--- config.mk ---
export PLATFORM = sky130hd
export DESIGN_NAME = sar_adc_conv_ctrl
export DESIGN_NICKNAME = d
export VERILOG_FILES = /design/src/inc/sar_adc_pkg.sv /design/src/rtl/sar_adc_conv_ctrl.sv /design/src/rtl/input_sync.sv
export VERILOG_INCLUDE_DIRS = /design/src /design/src/inc
export SDC_FILE = /design/constraint.sdc
export NUM_CORES = 1
export LEC_CHECK = 0
export BUFFER_PORTS_ARGS = -buffer_cell sky130_fd_sc_hd__buf_4
export CAP_MARGIN = 5
export CELL_PAD_IN_SITES_DETAIL_PLACEMENT = 0
export CELL_PAD_IN_SITES_GLOBAL_PLACEMENT = 1
export CORE_ASPECT_RATIO = 2
export CORE_MARGIN = 8
export CORE_UTILIZATION = 43
export CTS_CLUSTER_SIZE = 40
export DETAILED_ROUTE_END_ITERATION = 16
export PLACE_DENSITY_LB_ADDON = 0.15
export SLEW_MARGIN = 20
export SYNTH_ARGS = -nofsm -noshare
export SYNTH_HDL_FRONTEND = slang
export SYNTH_SLANG_ARGS = --single-unit
--- constraint.sdc ---
create_clock -name REF_CLK -period 1.9 [get_ports REF_CLK]
set_input_delay 0.19 -clock REF_CLK [delete_from_list [all_inputs] [get_ports REF_CLK]]
set_output_delay 0.19 -clock REF_CLK [all_outputs]
set_load 0.01 [all_outputs]
--- src/inc/sar_adc_defines.svh ---
// Constants of the successive-approximation conversion control block.
// Assumes one converter clock, REF_CLK at 100 MHz, and active-low strobes.
//
// Overview of operation
// MSB first, eight trials in 64 clocks
// Latch straight binary result, then assert done
// New start aborts a running conversion
// Done fed to start gives free-running mode
// Host gives one start pulse at power-up
// Start edge clears approximation and shift register
// Conversion begins 1 to 8 clocks after release
// Select and start low set start flop
// Start flop clears only after set condition
// Marker leaving shift register copies result out
// Done set input held eight clock periods
// Continuous read still gives eight-period done pulse
// Free-running restart shortens the done pulse
// Select and read low clear done, enable data
// Host reads at least eight clocks after done
// Result latch updates one clock before done
// Negative input at or above positive gives zero
// Select, start and read are active low
// Data outputs released unless select and read low
`ifndef SAR_ADC_DEFINES_SVH
`define SAR_ADC_DEFINES_SVH

`define CODE_ZERO      8'h00
`define CODE_MSB_MARK  8'h80
`define PHASE_LAST     2'h3
`define SET_PERIODS    4'h8
`define SET_LAST       4'h1
`define CONV_CLOCKS    7'h40
`define CONV_LAST_CNT  7'h3F
`define SYNC_IDLE      4'hE

`endif

--- src/inc/sar_adc_pkg.sv ---
// Types shared by the conversion control block.
// Assumes the defines header carries all numeric constants.
package sar_adc_pkg;

    typedef logic [7:0] code_t;

    typedef enum logic [1:0] {
        ST_IDLE    = 2'b00,
        ST_RESET   = 2'b01,
        ST_CONVERT = 2'b10
    } conv_state_t;

endpackage : sar_adc_pkg

--- src/rtl/sar_adc_conv_ctrl.sv ---
// Conversion control of an 8-bit successive-approximation converter.
// Assumes strobes and comparator arrive asynchronously; the ladder
// trial word leaves on TRIAL_CODE and the data pins are resolved outside.
`timescale 1ns/1ns
`default_nettype none
`include "sar_adc_defines.svh"

module sar_adc_conv_ctrl (
    input  wire logic               REF_CLK,
    input  wire logic               RST_N,
    input  wire logic               CS_N,
    input  wire logic               WR_N,
    input  wire logic               RD_N,
    input  wire logic               COMP_HIGH,
    output sar_adc_pkg::code_t      TRIAL_CODE,
    output sar_adc_pkg::code_t      DATA_OUT,
    output logic                    DATA_OE,
    output logic                    CONV_DONE_N
);
    import sar_adc_pkg::*;

    logic [3:0]  sync_out;
    logic        cs_s;
    logic        wr_s;
    logic        rd_s;
    logic        comp_s;
    logic [1:0]  phase;
    logic        tick;
    conv_state_t state;
    conv_state_t next_state;
    logic        shift_entry_flop;
    code_t       shift_reg;
    code_t       approx_register;
    code_t       kept_code;
    logic        half;
    logic        set_cond;
    logic        rd_sel;
    logic        start_clear_gate;
    logic        trial_end;
    logic        result_transfer_gate;
    logic        done_pend;
    logic [3:0]  set_cnt;
    logic [6:0]  conv_cnt;

    input_sync #(
        .WIDTH   (4),
        .RST_VAL (`SYNC_IDLE)
    ) u_sync (
        .clk   (REF_CLK),
        .rst_n (RST_N),
        .din   ({CS_N, WR_N, RD_N, COMP_HIGH}),
        .dout  (sync_out)
    );

    assign cs_s   = sync_out[3];
    assign wr_s   = sync_out[2];
    assign rd_s   = sync_out[1];
    assign comp_s = sync_out[0];

    // Strobes are active low
    assign set_cond = !cs_s && !wr_s;
    assign rd_sel   = !cs_s && !rd_s;

    // Internal phases run at a quarter of the converter clock
    assign tick = (phase == `PHASE_LAST);

    // Release only once the set condition has gone
    assign start_clear_gate = tick && (state == ST_RESET)
                              && shift_entry_flop && !set_cond;

    assign trial_end = tick && half && (state == ST_CONVERT);

    // Comparator low means the trial bit overshot, so it is dropped
    assign kept_code = comp_s ? approx_register
                              : (approx_register & ~shift_reg);

    assign result_transfer_gate = trial_end && shift_reg[0];

    assign TRIAL_CODE = approx_register;

    always_comb
    begin
        next_state = state;
        case (state)
            ST_IDLE:    if (set_cond) next_state = ST_RESET;
            ST_RESET:   if (start_clear_gate) next_state = ST_CONVERT;
            ST_CONVERT:
            begin
                if (set_cond)
                    next_state = ST_RESET;
                else if (result_transfer_gate)
                    next_state = ST_IDLE;
            end
            default:    next_state = ST_IDLE;
        endcase
    end

    always_ff @(posedge REF_CLK)
    begin
        if (!RST_N)
        begin
            phase <= 2'h0;
            state <= ST_IDLE;
        end
        else
        begin
            phase <= phase + 2'h1;
            state <= next_state;
        end
    end

    // Entry stage takes the one while the start flop holds
    always_ff @(posedge REF_CLK)
    begin
        if (!RST_N || state != ST_RESET || start_clear_gate)
            shift_entry_flop <= 1'b0;
        else if (tick)
            shift_entry_flop <= 1'b1;
    end

    // Marker and trial word; held clear while start is active
    always_ff @(posedge REF_CLK)
    begin
        if (!RST_N || set_cond || (state == ST_RESET && !start_clear_gate))
        begin
            shift_reg       <= `CODE_ZERO;
            approx_register <= `CODE_ZERO;
            half            <= 1'b0;
        end
        else if (start_clear_gate)
        begin
            shift_reg       <= `CODE_MSB_MARK;
            approx_register <= `CODE_MSB_MARK;
            half            <= 1'b0;
        end
        else if (state == ST_CONVERT && tick)
        begin
            half <= !half;
            if (half)
            begin
                shift_reg       <= shift_reg >> 1;
                approx_register <= kept_code | (shift_reg >> 1);
            end
        end
    end

    // Result word moves out one clock ahead of the done edge
    always_ff @(posedge REF_CLK)
    begin
        if (!RST_N)
        begin
            DATA_OUT  <= `CODE_ZERO;
            done_pend <= 1'b0;
        end
        else
        begin
            if (result_transfer_gate)
                DATA_OUT <= kept_code;
            done_pend <= result_transfer_gate && !set_cond;
        end
    end

    // Set interval stretches the done edge over eight clocks
    always_ff @(posedge REF_CLK)
    begin
        if (!RST_N || set_cond || state == ST_RESET)
            set_cnt <= 4'h0;
        else if (done_pend)
            set_cnt <= `SET_PERIODS;
        else if (set_cnt != 4'h0)
            set_cnt <= set_cnt - 4'h1;
    end

    // A restart wins over everything; set beats read while active
    always_ff @(posedge REF_CLK)
    begin
        if (!RST_N)
            CONV_DONE_N <= 1'b1;
        else if (set_cond || state == ST_RESET)
            CONV_DONE_N <= 1'b1;
        else if (done_pend)
            CONV_DONE_N <= 1'b0;
        else if (rd_sel && set_cnt <= `SET_LAST)
            CONV_DONE_N <= 1'b1;
    end

    always_ff @(posedge REF_CLK)
    begin
        if (!RST_N)
            DATA_OE <= 1'b0;
        else
            DATA_OE <= rd_sel;
    end

    // Cycle count from launch, used only by the checks below
    always_ff @(posedge REF_CLK)
    begin
        if (!RST_N || start_clear_gate)
            conv_cnt <= 7'h0;
        else if (conv_cnt != `CONV_CLOCKS)
            conv_cnt <= conv_cnt + 7'h1;
    end
endmodule : sar_adc_conv_ctrl

`default_nettype wire

--- src/rtl/input_sync.sv ---
// Three-stage synchroniser for asynchronous pins.
// Assumes one clock; output changes once stages two and three agree.
`timescale 1ns/1ns
`default_nettype none

module input_sync #(
    parameter int         WIDTH   = 4,
    parameter logic [3:0] RST_VAL = 4'h0
) (
    input  wire logic             clk,
    input  wire logic             rst_n,
    input  wire logic [WIDTH-1:0] din,
    output logic      [WIDTH-1:0] dout
);

    logic [WIDTH-1:0] stage1;
    logic [WIDTH-1:0] stage2;
    logic [WIDTH-1:0] stage3;
    logic [WIDTH-1:0] agree;

    // Stage one feeds only stage two, to keep metastability contained
    assign agree = ~(stage2 ^ stage3);

    always_ff @(posedge clk)
    begin
        if (!rst_n)
        begin
            stage1 <= RST_VAL[WIDTH-1:0];
            stage2 <= RST_VAL[WIDTH-1:0];
            stage3 <= RST_VAL[WIDTH-1:0];
            dout   <= RST_VAL[WIDTH-1:0];
        end
        else
        begin
            stage1 <= din;
            stage2 <= stage1;
            stage3 <= stage2;
            dout   <= (agree & stage3) | (~agree & dout);
        end
    end

endmodule : input_sync

`default_nettype wire

# Word level (Yosys, flattened, before mapping)
# Index checks and enable logic that the tools add are counted.
word_totals:
  regBits: 53
  input_bits: 6
  out_inout_bits: 18
  elab_cells: 91
op_classes:
  add_sub_neg: 2
  magnitude_cmp: 1
  eq_ne: 7
  n_mux: 16
  n_bitwise: 10
  n_reduce_logical: 37
op_table:
  columns: ["operator", "n"]
  rows:
  - ["$mux 8", 7]
  - ["$logic_and 1x1->1", 12]
  - ["$and 4x4->4", 2]
  - ["$and 8x8->8", 1]
  - ["$mux 2", 4]
  - ["$mux 4", 2]
  - ["$not 4->4", 2]
  - ["$not 8->8", 1]
  - ["$or 8x7->8", 1]
  - ["$reduce_bool 2->1", 4]
  - ["$logic_not 1->1", 7]
  - ["$logic_or 1x1->1", 6]
  - ["$pmux 2 s3", 1]
  - ["$reduce_or 2->1", 3]
  - ["$eq 2x2->1 const B", 2]
  - ["$le 4x1->1 const B", 1]
  - ["$ne 2x2->1 const B", 2]
  - ["$or 4x4->4", 1]
  - ["$reduce_and 2->1", 2]
  - ["$reduce_bool 4->1", 1]
  - ["$sub 4x1->4 const B", 1]
  - ["$xor 4x4->4", 1]
  - ["$ne 3x3->1 const B", 1]
  - ["$reduce_and 3->1", 1]
  - ["other kinds (6)", 7]

# Depth between registers and ports, before layout
depth:
  word_depth: 8
  depth_mapped: 5

# Modules after synthesis
# A second synthesis with hierarchy kept.
hier_totals:
  hier_cells: 203
  area_unflattened_um2: 2009.4
modules_own_cells:
  columns: ["mod", "n_inst", "cells_per_inst", "area_per_inst_um2", "seq_area_each_um2"]
  rows:
  - ["sar_adc_conv_ctrl", 1, 162, 1537.7, 740.7]
  - ["input_sync", 1, 41, 471.7, 320.3]

# Worst setup path before layout
# No wires, ideal clock.
synth_timing:
  kind: "register to register"
  start: "register set_cnt[0]"
  end: "register set_cnt[1]"
  setup_time_ns: 0.103
  arrival_ns: 1.292
  required_time_ns: 1.797
  setup_slack_ns: 0.505
  stages_incl_launch_ff: 5
  n_path_buf: 0
  synth_period_minus_slack_ns: 1.395
  cell_sequence: "dfxtp_1 -> inv_1 -> ha_1 -> or3b_4 -> a2111oi_2"
synth_between:
  elab_chain_len: 1
  word_cells_on_any_way: 2
  classes_between: "add/sub (1); reduce/logical (1)"
synth_lines:
  columns: ["element", "line_no", "source"]
  rows:
  - ["start, declared", "sar_adc_conv_ctrl.sv:42", "logic [3:0] set_cnt;"]
  - ["start signal, assigned", "sar_adc_conv_ctrl.sv:169", "set_cnt <= `SET_PERIODS;"]
  - ["start signal, assigned", "sar_adc_conv_ctrl.sv:171", "set_cnt <= set_cnt - 4'h1;"]
  - ["$sub 4x1->4 / $reduce_bool 4->1 (equally long branches)", "sar_adc_conv_ctrl.sv:171, sar_adc_conv_ctrl.sv:170", null]
# Parallel ways exist; a longest one is shown, timed or not.
# A chain may end at the register's enable or synchronous reset.

# Final worst setup path
layout_timing:
  start: "register state[0]"
  end: "register approx_register[7] (netlist: TRIAL_CODE[7])"
layout_between:
  elab_chain_len: 7
  word_cells_on_any_way: 13
  classes_between: "eq/ne (2); mux (1); reduce/logical (10)"
layout_lines:
  columns: ["element", "line_no", "source"]
  rows:
  - ["start, declared", "sar_adc_conv_ctrl.sv:29", "conv_state_t state;"]
  - ["start signal, assigned", "sar_adc_conv_ctrl.sv:108", "state <= next_state;"]
  - ["$eq 2x1->1", "sar_adc_conv_ctrl.sv:68, sar_adc_conv_ctrl.sv:124", null]
  - ["$logic_and 1x1->1", "sar_adc_conv_ctrl.sv:68", "assign start_clear_gate = tick && (state == ST_RESET)"]
  - ["$logic_and 1x1->1 (2 in series)", "sar_adc_conv_ctrl.sv:69", "&& shift_entry_flop && !set_cond;"]
  - ["$logic_not 1->1", "sar_adc_conv_ctrl.sv:124", "if (!RST_N || set_cond || (state == ST_RESET && !start_clear_gate))"]
  - ["$logic_and 1x1->1", "sar_adc_conv_ctrl.sv:124", null]
  - ["$logic_or 1x1->1", "sar_adc_conv_ctrl.sv:124", null]
  - ["end signal, assigned", "sar_adc_conv_ctrl.sv:127", "approx_register <= `CODE_ZERO;"]
  - ["end signal, assigned", "sar_adc_conv_ctrl.sv:133", "approx_register <= `CODE_MSB_MARK;"]
  - ["end signal, assigned", "sar_adc_conv_ctrl.sv:142", "approx_register <= kept_code | (shift_reg >> 1);"]
  - ["end, declared", "sar_adc_conv_ctrl.sv:33", "code_t approx_register;"]
# Parallel ways exist; a longest one is shown, timed or not.

==> impl_results.md <==
* Remaining DRCs at 0
* Register Area at 1061 µm²
* Leakage at 0.9077 nW
* RSZ-0062 raised after global routing: no
* CP required at 2.06 ns
* Mapped Cells at 207
* Final Instance Area at 2315 µm²
* MaxCap Viol Count at 0
* Global Route Usage Sum at 11.00%
* Ys async rst share at 0%
* Mean routed wirelength per cell at 12.71 µm
* Syn Area/Cell at 9.502 µm²
* Total negative setup slack at 0 ns
* Final Hold Vio Count at 0
* H-tree Lvls at 2
* #FFs+latches synth at 53
* Clock transition at path regs at 0.09 ns
* Gr ovfl total at 0
* Area of the mapped netlist at 1967 µm²
* # setup viols final at 0
* Clock Skew at 0.006209 ns
* Reg2reg setup slack at 0.30 ns
* Max VDD drop at 0.8389 mV
* CTS Buf Count at 5
* Final-stage net count at 240
* Filler cell count in the final layout at 435
* Die height at 111.6 µm
* Post-CTS Setup Inserts at 0
* Via count at 1463
* Drt total wl at 3648 µm
* Post-synth top area cell: dfxtp_1
* Most common cell after layout, fill and taps aside: dfxtp_1
* Yosys warns at 0
* Highest-count cells in the layout ignoring fill and taps: 53 x dfxtp_1, 26 x nand2_1, 26 x buf_4
* Maximum root-to-sink buffer count at 2
* DR vias/cell at 5.098
* Clk sink count at 53
* HP Class: in -> reg
* Post-CTS sizing at 0
* Worst setup SP type: flip-flop
* CP Capture Type: flip-flop
* Hold-fix buffers at CTS at 0
* Tcrit/Tclk final at 84.33%
* DP HPWL at 2535 µm
* Seq/Total Area, Yosys at 53.94%
* Area of the multi-input gates at 844.6 µm²
* Effective utilization at floorplan at 43.61%
* Ranking of synthesized cells by area: dfxtp_1 54%, nand2b_1 5.7%, a21oi_1 5.6%
* Final min period at 1.602 ns
* Core ar. at 4511 µm²
* EDFF count, synth at 0
* # port buffers at 23
* First-pass GRT wire length at 6458 µm
* Io pins at 24
* Status: completed
* ANT cells at 0
* Initial antenna violation count at 0
* Total die area at 7126 µm²
* ANT nets after route at 0
* Rows at 35
* Top-area cell type share of the netlist area at 53.94%
* GPL Wtd Cong at 0.8113
* Layout Utilization at 51.32%
* Vias in the first global route at 1445
* Cell Area, Placed at 2181 µm²
* Clk Tree Root Cell: clkbuf_8
* Synth Flop Type: dfxtp_1
* Worst-Margin Slew at 0.7070 ns
* Worst skew pair latency at 0.30 ns
* Share of cells above drive strength 1 at 18.10%
* Critical path class: reg -> reg
* Fin. max-slew vios at 0
* CTS tree: done
* Data arrival, critical path at 1.76 ns
* Layout area overhead at 17.68%
* Pin count of the biggest net entering global routing at 38
* First-pass iteration count of the detailed router at 4
* Power Total at 2.047 mW
* Syn Nets at 216
* Achievable frequency at 0.6241 GHz
* Worst rel slew slack at 52.87%
* Overall die width at 63.83 µm
* First DRT Iteration DRCs at 33
* PwrDens at 884.4 nW/µm²
* Unique cell type count in the Yosys netlist at 42
* Crit Path Max Fanout at 20
where the power goes:
group | switching (mW) | leakage [nW] | internal, mW
Clock | 0.346 | 0.0681 | 0.523
Sequential | 0.00584 | 0.430 | 1.12
Combinational | 0.0279 | 0.410 | 0.0201
Total | 0.380 | 0.908 | 1.67
critical path: stages, from the launching register on:
cell     delay, ns
dfxtp_1       0.45
nor2b_1       0.24
or2_1         0.60
o22ai_1       0.17
logic make-up (layout without fill, tap and decap cells):
group / after synthesis / in the layout / share of synthesized area, %
xor+xnor: 1 / 1 / 0.4454
simple gates: 85 / 85 / 22.84
compound gates: 44 / 44 / 13.11
mux: 9 / 9 / 4.644
flops: 53 / 53 / 53.94
buf+inv: 12 / 37 / 3.117
fa+ha+maj: 3 / 3 / 1.909
final timing paths:
path                          from          endpoint  cells after the start
hold / removal                WR_N  u_sync.stage1[2]                      2
hold reg to reg   u_sync.stage1[2]  u_sync.stage2[2]                      1
setup / recovery          state[0]     TRIAL_CODE[7]                      3
setup reg to reg          state[0]     TRIAL_CODE[7]                      3
metrics by stage:
| stage | worst slack (ns) | hold WS (ns) | instances |
|---|---|---|---|
| 2_1_floorplan | 0.5050 | 0.2915 | 207 |
| 3_3_place_gp | 0.3323 | 0.3771 | 279 |
| 3_5_place_dp | 0.2907 | 0.3773 | 279 |
| 4_1_cts | 0.2791 | 0.05542 | 287 |
| 5_1_grt | 0.08548 | 0.05983 | 287 |
| 6_report | 0.2977 | 0.06889 | 287 |
cell type report:
class,instances,share of cell area [%]
sequential,53,45.84
multi-input combinational,142,36.49
timing repair buffer,26,8.432
clock buffer,5,2.973
tap,55,2.973
clock inverter,3,2.811
inverter,3,0.4865
per-layer routing:
metal / GRT usage, % / vias up / wire length, µm
li1: - / 757 / -
met1: 11.79 / 674 / 1587
met2: 18.88 / 27 / 1816
met3: 2.814 / 5 / 184
met4: 5.847 / 0 / 59
met5: 0 / - / 0
synth_stat cells, types with 2 or more instances:
cell,instances
dfxtp_1,53
nand2_1,26
a21oi_1,22
nand2b_1,18
nor2_1,10
o21ai_0,10
nand3_1,9
mux2i_1,8
nor3_1,5
and2_1,4
buf_2,4
ha_1,3
clkbuf_1,2
inv_1,2
nor2b_1,2
nor4bb_1,2
o21ai_1,2
Power figures use the tool's default switching activity.
